## src/logic/periph_irq_map.vh

```
// Purpose: Register map, field positions and reset values of the
//          host bus front end and vectored interrupt controller.
// Assumes: Included by bare name; definitions only.
// Notes:   Indexes 0..15 are direct addresses, 16..23 are the
//          indirect registers (16 plus the indirect index).
`ifndef PERIPH_IRQ_MAP_VH
`define PERIPH_IRQ_MAP_VH

// ------------------------------------------------------------------
// Direct register addresses
// ------------------------------------------------------------------
`define ADR_INDIRECT_DATA    4'h0
`define ADR_GENERAL_IO       4'h1
`define ADR_PEND_LOW         4'h2
`define ADR_PEND_HIGH        4'h3
`define ADR_INSVC_LOW        4'h4
`define ADR_INSVC_HIGH       4'h5
`define ADR_MASK_LOW         4'h6
`define ADR_MASK_HIGH        4'h7
`define ADR_POINTER_VECTOR   4'h8
`define ADR_TIMER_AB_CTRL    4'h9
`define ADR_TIMER_B_COUNT    4'ha
`define ADR_TIMER_A_COUNT    4'hb
`define ADR_SERIAL_CTRL      4'hc
`define ADR_RX_STATE         4'hd
`define ADR_TX_STATE         4'he
`define ADR_SERIAL_DATA      4'hf

// ------------------------------------------------------------------
// Unified storage indexes
// ------------------------------------------------------------------
`define REG_COUNT            24
`define IDX_INDIRECT_BASE    5'h10
`define IDX_SYNC_PATTERN     5'h10
`define IDX_TIMER_D_COUNT    5'h11
`define IDX_TIMER_C_COUNT    5'h12
`define IDX_EDGE_POLARITY    5'h13
`define IDX_ENABLE_LOW       5'h14
`define IDX_ENABLE_HIGH      5'h15
`define IDX_LINE_DIRECTION   5'h16
`define IDX_TIMER_CD_CTRL    5'h17

// Registers kept through reset (timer counts and serial data)
`define KEEP_ON_RESET        24'h068c00

// ------------------------------------------------------------------
// Pointer/vector register fields
// ------------------------------------------------------------------
`define PVR_BASE_HI          7
`define PVR_BASE_LO          5
`define PVR_INSVC_EN_BIT     3
`define PVR_INDEX_HI         2
`define PVR_INDEX_LO         0

// ------------------------------------------------------------------
// Channels, reset values and opcodes
// ------------------------------------------------------------------
`define CH_PERIPH_MASK       16'h3f30
`define REG_RESET_VALUE      8'h00
`define IRQ_RESET_VALUE      16'h0000
`define OPC_RETURN_PREFIX    8'hed
`define OPC_RETURN_SUFFIX    8'h4d

`endif

```

## src/logic/pin_filter.v

```verilog
// Purpose: Three-stage synchroniser with agreement filter for pins.
// Assumes: One clock; synchronous active-low reset.
// Notes:   The output follows only when stages two and three agree.
`timescale 1ns/1ps

module pin_filter #(
  parameter             WIDTH = 1,
  parameter [WIDTH-1:0] INIT  = {WIDTH{1'b0}}
) (
  input  wire             clk,
  input  wire             rst_n,
  input  wire [WIDTH-1:0] pin_in,
  output reg  [WIDTH-1:0] level
);

  reg [WIDTH-1:0] st1_r;
  reg [WIDTH-1:0] st2_r;
  reg [WIDTH-1:0] st3_r;

  always @(posedge clk) begin
    if (!rst_n) begin
      st1_r <= INIT;
      st2_r <= INIT;
      st3_r <= INIT;
    end else begin
      st1_r <= pin_in;
      st2_r <= st1_r;
      st3_r <= st2_r;
    end
  end

  genvar g;
  generate
    for (g = 0; g < WIDTH; g = g + 1) begin : agree
      always @(posedge clk) begin
        if (!rst_n) begin
          level[g] <= INIT[g];
        end else if (st2_r[g] == st3_r[g]) begin
          level[g] <= st3_r[g];
        end
      end
    end
  endgenerate

endmodule

```

## src/logic/prio_pick.v

```verilog
// Purpose: Picks the highest numbered active channel of sixteen.
// Assumes: Channel number equals priority rank, 15 highest.
// Notes:   Purely combinational.
`timescale 1ns/1ps

module prio_pick (
  input  wire [15:0] req,
  output reg         any,
  output reg  [3:0]  code
);

  integer i;

  always @* begin
    any  = 1'b0;
    code = 4'h0;
    for (i = 0; i < 16; i = i + 1) begin
      if (req[i]) begin
        any  = 1'b1;
        code = i[3:0];
      end
    end
  end

endmodule

```

## src/logic/periph_irq_top.v

```verilog
// Purpose: Host bus front end and vectored interrupt controller of a
//          multifunction peripheral with sixteen channels.
// Assumes: SYS_CLK at 50 MHz samples all bus pins; peripheral events
//          arrive as one-cycle pulses on the same clock.
// Notes:   Timer and serial behaviour is outside; only their
//          registers are held here.
//
// Operation
// - Reset clears registers except timer/serial data
// - Acknowledge is request low with first-cycle low
// - Read is select AND read strobe
// - Data bus tri-state except read or acknowledge
// - Write captured when first strobe goes inactive
// - Sixteen direct registers at addresses 0..F
// - Eight indirect registers through index and window
// - Indirect access never changes the index
// - Vector: base bits, channel code, bit0 zero
// - Channel code equals priority rank
// - Enable bit gates setting of pending
// - Enabled channel event sets pending bit
// - Masked pending stays pending, not presented
// - Supplying vector clears channel pending bit
// - In-service enable sets in-service on vector
// - Return opcode pair clears active in-service
// - In-service bits clearable by register write
// - Request output is active-low open drain
// - Fixed channel priority, line seven highest
// - Pending write: zero clears, one keeps
// - Mask bit one unmasks, zero masks
`timescale 1ns/1ps
`include "periph_irq_map.vh"

module periph_irq_top (
  input  wire        SYS_CLK,
  input  wire        NRST,
  input  wire        CHIP_SEL_N,
  input  wire        READ_N,
  input  wire        WRITE_N,
  input  wire [3:0]  ADDR,
  input  wire [7:0]  DATA_IN,
  output reg  [7:0]  DATA_OUT,
  output reg         DATA_OE_N,
  input  wire        IO_REQUEST_N,
  input  wire        FIRST_CYCLE_N,
  input  wire        CHAIN_ENABLE_IN,
  output reg         CHAIN_ENABLE_OUT,
  output reg         INT_N_OUT,
  output reg         INT_N_OE_N,
  input  wire [7:0]  IO_IN,
  output reg  [7:0]  IO_OUT,
  output reg  [7:0]  IO_OE_N,
  input  wire [15:0] PERIPH_EVENT
);

  // ----------------------------------------------------------------
  // Pin synchronisers
  // ----------------------------------------------------------------
  wire       ce_n;
  wire       rd_n;
  wire       wr_n;
  wire       io_request_n_n;
  wire       m1_n;
  wire       chain_in;
  wire [3:0] adr;
  wire [7:0] dat;
  wire [7:0] io_lvl;

  pin_filter #(
    .WIDTH (14),
    .INIT  (14'h3f00)
  ) u_ctl_filter (
    .clk    (SYS_CLK),
    .rst_n  (NRST),
    .pin_in ({CHIP_SEL_N, READ_N, WRITE_N, IO_REQUEST_N, FIRST_CYCLE_N,
              CHAIN_ENABLE_IN, ADDR, DATA_IN[3:0]}),
    .level  ({ce_n, rd_n, wr_n, io_request_n_n, m1_n, chain_in, adr, dat[3:0]})
  );

  pin_filter #(
    .WIDTH (12),
    .INIT  (12'h000)
  ) u_dat_filter (
    .clk    (SYS_CLK),
    .rst_n  (NRST),
    .pin_in ({DATA_IN[7:4], IO_IN}),
    .level  ({dat[7:4], io_lvl})
  );

  // ----------------------------------------------------------------
  // Bus cycle decode
  // ----------------------------------------------------------------
  function [4:0] reg_index;
    input [3:0] a;
    input [2:0] ia;
    begin
      if (a == `ADR_INDIRECT_DATA) begin
        reg_index = `IDX_INDIRECT_BASE | {2'b00, ia};
      end else begin
        reg_index = {1'b0, a};
      end
    end
  endfunction

  wire rd_act    = ~ce_n & ~rd_n;
  wire wr_act    = ~ce_n & ~wr_n;
  wire ack_act   = ~io_request_n_n & ~m1_n;
  wire fetch_act = ~m1_n & ~rd_n & io_request_n_n;

  reg        wr_act_r;
  reg        ack_act_r;
  reg        fetch_act_r;
  reg [7:0]  wr_data_r;
  reg [3:0]  wr_adr_r;
  reg [7:0]  fetch_byte_r;
  reg        prev_prefix_r;

  wire wr_end    = wr_act_r & ~wr_act;
  wire ack_start = ack_act & ~ack_act_r;
  wire fetch_end = fetch_act_r & ~fetch_act;

  // ----------------------------------------------------------------
  // Register storage
  // ----------------------------------------------------------------
  reg  [7:0]  store_r [0:`REG_COUNT-1];
  reg  [15:0] pend_r;
  reg  [15:0] insvc_r;
  reg  [7:0]  vec_r;
  reg         ack_ours_r;
  reg  [7:0]  io_prev_r;

  wire [7:0]  pointer_and_vector_base      = store_r[`ADR_POINTER_VECTOR];
  wire [2:0]  ind_idx  = pointer_and_vector_base[`PVR_INDEX_HI:`PVR_INDEX_LO];
  wire [4:0]  wr_idx   = reg_index(wr_adr_r, ind_idx);
  wire [4:0]  rd_idx   = reg_index(adr, ind_idx);
  wire [15:0] mask     = {store_r[`ADR_MASK_HIGH], store_r[`ADR_MASK_LOW]};
  wire [15:0] enable   = {store_r[`IDX_ENABLE_HIGH],
                          store_r[`IDX_ENABLE_LOW]};
  wire [7:0]  ddr      = store_r[`IDX_LINE_DIRECTION];
  wire [7:0]  polarity = store_r[`IDX_EDGE_POLARITY];

  // ----------------------------------------------------------------
  // Channel events
  // ----------------------------------------------------------------
  // Input lines raise events on the edge chosen by the polarity bits.
  wire [7:0]  io_rise = io_lvl & ~io_prev_r;
  wire [7:0]  io_fall = ~io_lvl & io_prev_r;
  wire [7:0]  io_edge = (polarity & io_rise) | (~polarity & io_fall);
  wire [15:0] events  = (PERIPH_EVENT & `CH_PERIPH_MASK) |
                        {io_edge[7:6], 6'h00, io_edge[5:4], 2'h0,
                         io_edge[3:0]};

  // ----------------------------------------------------------------
  // Priority selection
  // ----------------------------------------------------------------
  wire       req_any;
  wire [3:0] req_code;
  wire       svc_any;
  wire [3:0] svc_code;

  prio_pick u_req_pick (
    .req  (pend_r & mask),
    .any  (req_any),
    .code (req_code)
  );

  prio_pick u_svc_pick (
    .req  (insvc_r),
    .any  (svc_any),
    .code (svc_code)
  );

  // ----------------------------------------------------------------
  // Interrupt state next values
  // ----------------------------------------------------------------
  reg  [15:0] pend_keep;
  reg  [15:0] insvc_keep;
  reg  [15:0] ack_bit;
  reg         ack_take;
  reg         reti_hit;
  reg  [15:0] reti_bit;
  reg  [15:0] pend_nxt;
  reg  [15:0] insvc_nxt;

  always @* begin
    pend_keep  = 16'hffff;
    insvc_keep = 16'hffff;
    if (wr_end) begin
      // Writing zero clears, one leaves the bit as it is
      case (wr_adr_r)
        `ADR_PEND_LOW:   pend_keep[7:0]   = wr_data_r;
        `ADR_PEND_HIGH:  pend_keep[15:8]  = wr_data_r;
        `ADR_INSVC_LOW:  insvc_keep[7:0]  = wr_data_r;
        `ADR_INSVC_HIGH: insvc_keep[15:8] = wr_data_r;
        default:         pend_keep        = 16'hffff;
      endcase
    end
    ack_take = ack_start & chain_in & req_any;
    ack_bit  = ack_take ? (16'h0001 << req_code) : 16'h0000;
    reti_hit = fetch_end & prev_prefix_r &
               (fetch_byte_r == `OPC_RETURN_SUFFIX);
    reti_bit = (reti_hit & svc_any) ? (16'h0001 << svc_code) : 16'h0000;
    // New events win over any clear in the same cycle
    pend_nxt  = (pend_r & pend_keep & ~ack_bit) |
                (events & enable);
    insvc_nxt = (insvc_r & insvc_keep & ~reti_bit) |
                (pointer_and_vector_base[`PVR_INSVC_EN_BIT] ? ack_bit : 16'h0000);
  end

  // ----------------------------------------------------------------
  // Strobe tracking and write capture
  // ----------------------------------------------------------------
  // Data and address are sampled all through the strobe and the last
  // sample is committed at its end, so late data still lands.
  always @(posedge SYS_CLK) begin
    if (!NRST) begin
      wr_act_r      <= 1'b0;
      ack_act_r     <= 1'b0;
      fetch_act_r   <= 1'b0;
      wr_data_r     <= 8'h00;
      wr_adr_r      <= 4'h0;
      fetch_byte_r  <= 8'h00;
      prev_prefix_r <= 1'b0;
      io_prev_r     <= 8'h00;
    end else begin
      wr_act_r    <= wr_act;
      ack_act_r   <= ack_act;
      fetch_act_r <= fetch_act;
      io_prev_r   <= io_lvl;
      if (wr_act) begin
        wr_data_r <= dat;
        wr_adr_r  <= adr;
      end
      if (fetch_act) begin
        fetch_byte_r <= dat;
      end
      if (fetch_end) begin
        prev_prefix_r <= (fetch_byte_r == `OPC_RETURN_PREFIX);
      end
    end
  end

  // ----------------------------------------------------------------
  // Register file writes
  // ----------------------------------------------------------------
  integer k;

  always @(posedge SYS_CLK) begin
    for (k = 0; k < `REG_COUNT; k = k + 1) begin
      if (!NRST) begin
        if (((`KEEP_ON_RESET >> k) & 24'h000001) == 24'h000000) begin
          store_r[k] <= `REG_RESET_VALUE;
        end
      end else if (wr_end && wr_idx == k[4:0]) begin
        store_r[k] <= wr_data_r;
      end
    end
  end

  always @(posedge SYS_CLK) begin
    if (!NRST) begin
      pend_r  <= `IRQ_RESET_VALUE;
      insvc_r <= `IRQ_RESET_VALUE;
    end else begin
      pend_r  <= pend_nxt;
      insvc_r <= insvc_nxt;
    end
  end

  // ----------------------------------------------------------------
  // Read mux
  // ----------------------------------------------------------------
  reg [7:0] rd_value;

  always @* begin
    case (rd_idx)
      {1'b0, `ADR_GENERAL_IO}:
        rd_value = (ddr & store_r[`ADR_GENERAL_IO]) | (~ddr & io_lvl);
      {1'b0, `ADR_PEND_LOW}:   rd_value = pend_r[7:0];
      {1'b0, `ADR_PEND_HIGH}:  rd_value = pend_r[15:8];
      {1'b0, `ADR_INSVC_LOW}:  rd_value = insvc_r[7:0];
      {1'b0, `ADR_INSVC_HIGH}: rd_value = insvc_r[15:8];
      default:                 rd_value = store_r[rd_idx];
    endcase
  end

  // ----------------------------------------------------------------
  // Acknowledge and bus drive
  // ----------------------------------------------------------------
  // The vector is frozen at the start of the cycle so a new event
  // during acknowledge cannot change what the processor reads.
  always @(posedge SYS_CLK) begin
    if (!NRST) begin
      ack_ours_r <= 1'b0;
      vec_r      <= 8'h00;
      DATA_OUT   <= 8'h00;
      DATA_OE_N  <= 1'b1;
    end else begin
      if (ack_take) begin
        ack_ours_r <= 1'b1;
        vec_r      <= {pointer_and_vector_base[`PVR_BASE_HI:`PVR_BASE_LO], req_code,
                       1'b0};
      end else if (!ack_act) begin
        ack_ours_r <= 1'b0;
      end
      if (ack_take) begin
        DATA_OUT  <= {pointer_and_vector_base[`PVR_BASE_HI:`PVR_BASE_LO], req_code, 1'b0};
        DATA_OE_N <= 1'b0;
      end else if (ack_ours_r && ack_act) begin
        DATA_OUT  <= vec_r;
        DATA_OE_N <= 1'b0;
      end else if (rd_act) begin
        DATA_OUT  <= rd_value;
        DATA_OE_N <= 1'b0;
      end else begin
        DATA_OE_N <= 1'b1;
      end
    end
  end

  // ----------------------------------------------------------------
  // Request, chain and I/O line outputs
  // ----------------------------------------------------------------
  // A shared request line is only ever pulled low, never driven high.
  always @(posedge SYS_CLK) begin
    if (!NRST) begin
      INT_N_OUT        <= 1'b0;
      INT_N_OE_N       <= 1'b1;
      CHAIN_ENABLE_OUT <= 1'b0;
      IO_OUT           <= 8'h00;
      IO_OE_N          <= 8'hff;
    end else begin
      INT_N_OUT        <= 1'b0;
      INT_N_OE_N       <= ~(chain_in & req_any);
      CHAIN_ENABLE_OUT <= chain_in & ~req_any & ~(|insvc_r) &
                          ~ack_ours_r;
      IO_OUT           <= store_r[`ADR_GENERAL_IO];
      IO_OE_N          <= ~ddr;
    end
  end

endmodule

```

## config.mk

```make
export PLATFORM = sky130hd
export DESIGN_NAME = periph_irq_top
export DESIGN_NICKNAME = d
export VERILOG_FILES = /design/src/logic/pin_filter.v /design/src/logic/prio_pick.v /design/src/logic/periph_irq_top.v
export VERILOG_INCLUDE_DIRS = /design/src /design/src/logic
export SDC_FILE = /design/constraint.sdc
export NUM_CORES = 1
export LEC_CHECK = 0
export BUFFER_PORTS_ARGS = -buffer_cell sky130_fd_sc_hd__buf_4
export CORE_ASPECT_RATIO = 0.9
export CORE_MARGIN = 2
export CORE_UTILIZATION = 36
export DETAILED_ROUTE_END_ITERATION = 12
export SLEW_MARGIN = 20
export SYNTH_ARGS = -nofsm -noshare
export SYNTH_HDL_FRONTEND = slang
export SYNTH_HIERARCHICAL = 1
export SYNTH_SLANG_ARGS = --single-unit
```

## constraint.sdc

```tcl
create_clock -name SYS_CLK -period 2.25 [get_ports SYS_CLK]
set_input_delay 0.225 -clock SYS_CLK [delete_from_list [all_inputs] [get_ports SYS_CLK]]
set_output_delay 0.225 -clock SYS_CLK [all_outputs]
set_load 0.005 [all_outputs]
```

-- After elaboration in Yosys (flattened, before gate mapping)
Memories as Yosys holds them, arrays and structs flattened.
Cells that the tools add are included.
- bits in registers: 203
- latch bits: 0
- RAM bits: 192
- bits in read-only memories: 0
- input bits: 44
- word-level logic and storage cells: 413
- memories kept: 1
- memory list (memory ; depth ; width ; read ports ; clocked after memory_dff ; wr ports ; RTL line ; RTL):
    store_r ; 24 ; 8 ; 9 ; 0 ; 19 ; periph_irq_top.v:124 ; reg [7:0] store_r [0:`REG_COUNT-1];
- add/sub/neg operators: 0
- multiply operators: 0
- divide/modulo/power cells: 0
- $lt $le $gt $ge: 0
- equal/unequal tests: 61
- shift operators: 2
- mux-type cells: 189
- bitwise logic cells: 72
- reductions and logical operators: 37
- operator list (operator ; number):
    2-to-1 mux 8 bit ; 31
    2-to-1 mux 1 bit ; 117
    AND 16 bit ; 6
    2-to-1 mux 16 bit ; 5
    2-to-1 mux 4 bit ; 16
    AND 8 bit ; 6
    == test 5 x 4 -> 1 bit, second input constant ; 8
    == test 5 bit, second input constant ; 8
    case mux 8 bit (5 select lines) ; 1
    OR reduction 8 bit ; 5
    2-to-1 mux 5 bit ; 7
    NOT 16 bit ; 2
    NOT 8 bit ; 4
    OR 16 bit ; 2
    << shifter 1 x 4 -> 16 bit, first input constant ; 2
    == test 5 x 3 -> 1 bit, second input constant ; 6
    == test 1 bit ; 26
    logical AND 1 bit ; 25
    2-to-1 mux 3 bit ; 8
    == test 5 x 2 -> 1 bit, second input constant ; 4
    OR 1 bit ; 19
    AND 1 bit ; 17
    OR 14 x 16 -> 16 bit ; 1
    OR 8 bit ; 2
    14 further kinds ; 33

-- Logic depth before layout (Yosys ltp)
An unclocked memory read counts as a cell.
- word-level depth: 23
- mapped depth: 10
- mapped depth without buffers: 9

-- Hierarchy
The synthesis kept the hierarchy.
- by module, submodules not included (module ; times used ; cells each ; area each (um^2)):
    periph_irq_top ; 1 ; 1261 ; 13574.3
    pin_filter at u_ctl_filter ; 1 ; 146 ; 1635.3
    pin_filter at u_dat_filter ; 1 ; 125 ; 1440.1
    prio_pick ; 2 ; 29 ; 161.4

-- Worst setup path after synthesis
Ideal clock, no wire load.
- kind: register to register
- start point: reg wr_adr_r[3]
- end point: mem store_r[7][0] (enable)
- setup time: 0.387 ns
- data arrival time: 2.063 ns
- data required time: 1.863 ns
- path slack: -0.200 ns
- cell stages (with the launch flop): 6
- buffers on the path: 0
- clock period less this slack: 2.450 ns
- cell sequence: dfxtp_1 > or2_1 > nor3_2 > a32oi_1 > or2_2 > o31ai_1
- RTL lines (element ; RTL line ; RTL):
    start, declared ; periph_irq_top.v:113 ; reg [3:0] wr_adr_r;
    start signal, assigned ; periph_irq_top.v:231 ; wr_adr_r <= adr;
    end, declared ; periph_irq_top.v:124 ;

==> impl_metrics.csv <==
group,metric,value,unit
outcome,status,"finished with violations",
outcome,violations,"negative setup slack",
sta,hold_viol,0,
setup_path,max_stage_delay,380,ps
cts,cts_tree,"built",
logic_synthesis,netlist.area_leader.share,0.340,
cts,cts_buffers,43,
die,dieHeight,210,um
cts,numClockSinks,395,
global_route,grt_util_all_layers,0.226,
die,io_pins,72,
setup_path,cpMostUsedCell,"buf_4",
cts,clk_pin_slew,60,ps
cts,clockBufferDepth,3,
logic_synthesis,ys_ff_latch,395,
die,rows,75,
global_route,grt_pass1_vias,13000,
detailed_routing,drt_iter0_markers,1369,
detailed_routing,vias,13500,
logic_synthesis,seq_area_frac_synth,0.579,
setup_path,crit_type,"flop to flop",
min_path,hold_path_class,"input pin to flop",
sta,max-slew-margin-rel,0.422,
place,portBuffers,62,
setup_path,crit_path_end_kind,"flop",
final_layout,nFillCells,4315,
sta,setup_viol,41,
final_layout,syn2layout_area_growth,30.6,%
cts,cts.root.buffer_cell,"clkbuf_16",
place,dp_hpwl,40.4,mm
power,pwr_density_cell,714,nW/um^2
logic_synthesis,yosysTopAreaCell,"edfxtp_1",
final_layout,mostFrequentLayoutCells,"buf_4 (272), and2_1 (225), dfxtp_1 (202)",
cts,clkLatencyLatePin,590,ps
sta,hold_ws,87.1,ps
final_layout,seq_area,9830,um^2
logic_synthesis,synthTopCellsByArea,"edfxtp_1 (34%), dfxtp_1 (24%), and2_1 (8.6%)",
power,ir_drop,0.000518,V
detailed_routing,wl_per_cell,21.8,um
global_route,antenna_found_initial,2,
logic_synthesis,async_flop_share,0,
sta,rsz0062_at_grt,"true",
detailed_routing,first_pass_iters,6,
final_layout,multi_input_area,7290,um^2
setup_path,cp_max_fo,8,
logic_synthesis,synth_edf_count,192,
setup_path,required,2730,ps
die,core_area,46500,um^2
logic_synthesis,netlist_area,17000,um^2
logic_synthesis,netlist_instances,1590,
power,power,15.8,mW
place,dp_slack,-562,ps
sta,finalCriticalPeriod,2590,ps
setup_path,crit_family,"simple AND/OR/NAND/NOR gates",
setup_path,arrival,3070,ps
sta,maxSlewViolCount,0,
final_layout,drive_above_1_share,0.254,
logic_synthesis,yosysUniqueCellTypes,71,
cts,htree_num_levels,2,
sta,period_share,1.15,
setup_path,path_buf_inv,2,
final_layout,fin_nets,1924,
sta,fmax,386,MHz
sta,worstMarginPinSlew,867,ps
detailed_routing,drcViolationCount,0,
setup_path,path_cells,"and2_4, nor4_4, buf_4, nand4_1, buf_4, nand3b_1, nor3_4, a221oi_2, o211ai_1, o31a_1",
logic_synthesis,syn_avg_cell_area,10.7,um^2
flow_run,drv_cap,0,
logic_synthesis,synth_ff_type,"dfxtp_1",
detailed_routing,finalWirelength,55.3,mm
global_route,grt_pass1_wl,81.8,mm
final_layout,layout_commonest_cell,"buf_4",
global_route,grt_max_degree,67,
setup_path,crit_slowest_cell,"edfxtp_1",
sta,setup_ws,-343,ps
die,die_area,48900,um^2
logic_synthesis,synth_warnings,6,
detailed_routing,ant_nets,0,
sta,finClkSkew,29.8,ps
die,dieWidth,233,um
place,gp_congestion,0.943,
power,p_leak,8.33,nW
setup_path,startpoint_type,"flop",
detailed_routing,post_drt_via_cell_ratio,5.31,
global_route,gr-total-overflow,0,
die,initial_core_util,0.365,
==> final cells by class <==
type / instances / share of cell area
diodes: 2 / 0.000226
clock buffers: 59 / 0.0568
clock inverters: 21 / 0.00796
inverters: 7 / 0.00119
multi-input cells: 1098 / 0.329
flip-flops and latches: 395 / 0.443
well taps: 616 / 0.0348
repair buffers: 335 / 0.127
==> timing repair <==
item | 4_1_cts | 5_1_grt
buffers inserted | 9 | 7
cloned | 0 | 1
hold endpoints to repair | 34 | 0
setup endpoints to repair | 57 | 114
resized for setup | 81 | 54
pin swaps | 37 | 33
hold buffers | 34 | 0
==> stage by stage <==
| step | instance area [um^2] | TNS, ps | util | cells |
|---|---|---|---|---|
| 2_1_floorplan | 17100 | -587 | - | 1598 |
| 3_3_place_gp | 19700 | -12270 | 0.423 | 2405 |
| 3_5_place_dp | 19700 | -14170 | 0.423 | 2405 |
| 4_1_cts | 21900 | -3030 | 0.471 | 2527 |
| 5_1_grt | 22200 | -7640 | 0.476 | 2531 |
| 6_report | 22200 | -6160 | 0.476 | 2533 |
==> state kept, by name, indices dropped and copies added (netlist names), 12 cells and up <==
signal	flops
insvc_r	16
pend_r	16
store_r	192
u_ctl_filter/level	14
u_ctl_filter/st1_r	14
u_ctl_filter/st2_r	14
u_ctl_filter/st3_r	14
u_dat_filter/level	12
u_dat_filter/st1_r	12
u_dat_filter/st2_r	12
u_dat_filter/st3_r	12
==> cells in the mapped netlist, types with 7 or more instances <==
library cell	n
nand3_1	26
a32oi_1	15
o21ai_0	64
o221ai_1	13
buf_2	20
o31ai_1	19
o21a_1	16
dfxtp_1	203
a21boi_0	20
a32o_1	11
clkbuf_1	61
a31oi_1	14
o31a_1	9
buf_6	8
nor2b_1	7
mux2i_1	63
o21ai_1	20
and3_1	16
and2_1	232
nor4_1	18
edfxtp_1	192
a21oi_1	75
nand2b_1	34
nor3b_1	10
nor3_1	23
o22ai_1	8
nor2_1	90
o211ai_1	12
nand2_1	179
==> path summary, 6_finish.rpt <==
path	cells after the start	slack, ps	startpoint	to
worst min register to register	1	410	u_ctl_filter/st1_r[10]$_SDFF_PN1_	u_ctl_filter/st2_r[10]$_SDFF_PN1_
worst min-delay path	2	90	NRST	u_ctl_filter/level[7]$_SDFFE_PN0N_
worst max register to register	10	-340	store_r[7][7]$_SDFFCE_PN0P_	DATA_OUT[2]$_SDFFE_PN0N_
worst max-delay path	10	-340	store_r[7][7]$_SDFFCE_PN0P_	DATA_OUT[2]$_SDFFE_PN0N_
==> power breakdown <==
| part | switching, mW | internal, mW |
|---|---|---|
| Sequential | 0.0867 | 7.69 |
| Combinational | 0.507 | 0.429 |
| Clock | 2.94 | 4.17 |
| Total | 3.53 | 12.3 |
==> logic make-up after synthesis <==
family                 count (synthesis)  share of synthesized area
AOI/OAI and AO/OA                    343                      0.135
buffers and inverters                105                     0.0302
DFF                                  395                      0.579
muxes                                 73                     0.0451
other                                  1                   0.000221
and+or+nand+nor                      673                      0.211
==> routing by layer <==
layer	GRT usage	vias to the layer above	wire, um
met4	0.0903	0	1980
met5	0	-	0
li1	-	6295	-
met3	0.0476	98	4440
met2	0.345	528	24800
met1	0.315	6532	24100
Note: power is estimated with default switching activity, not from simulation.
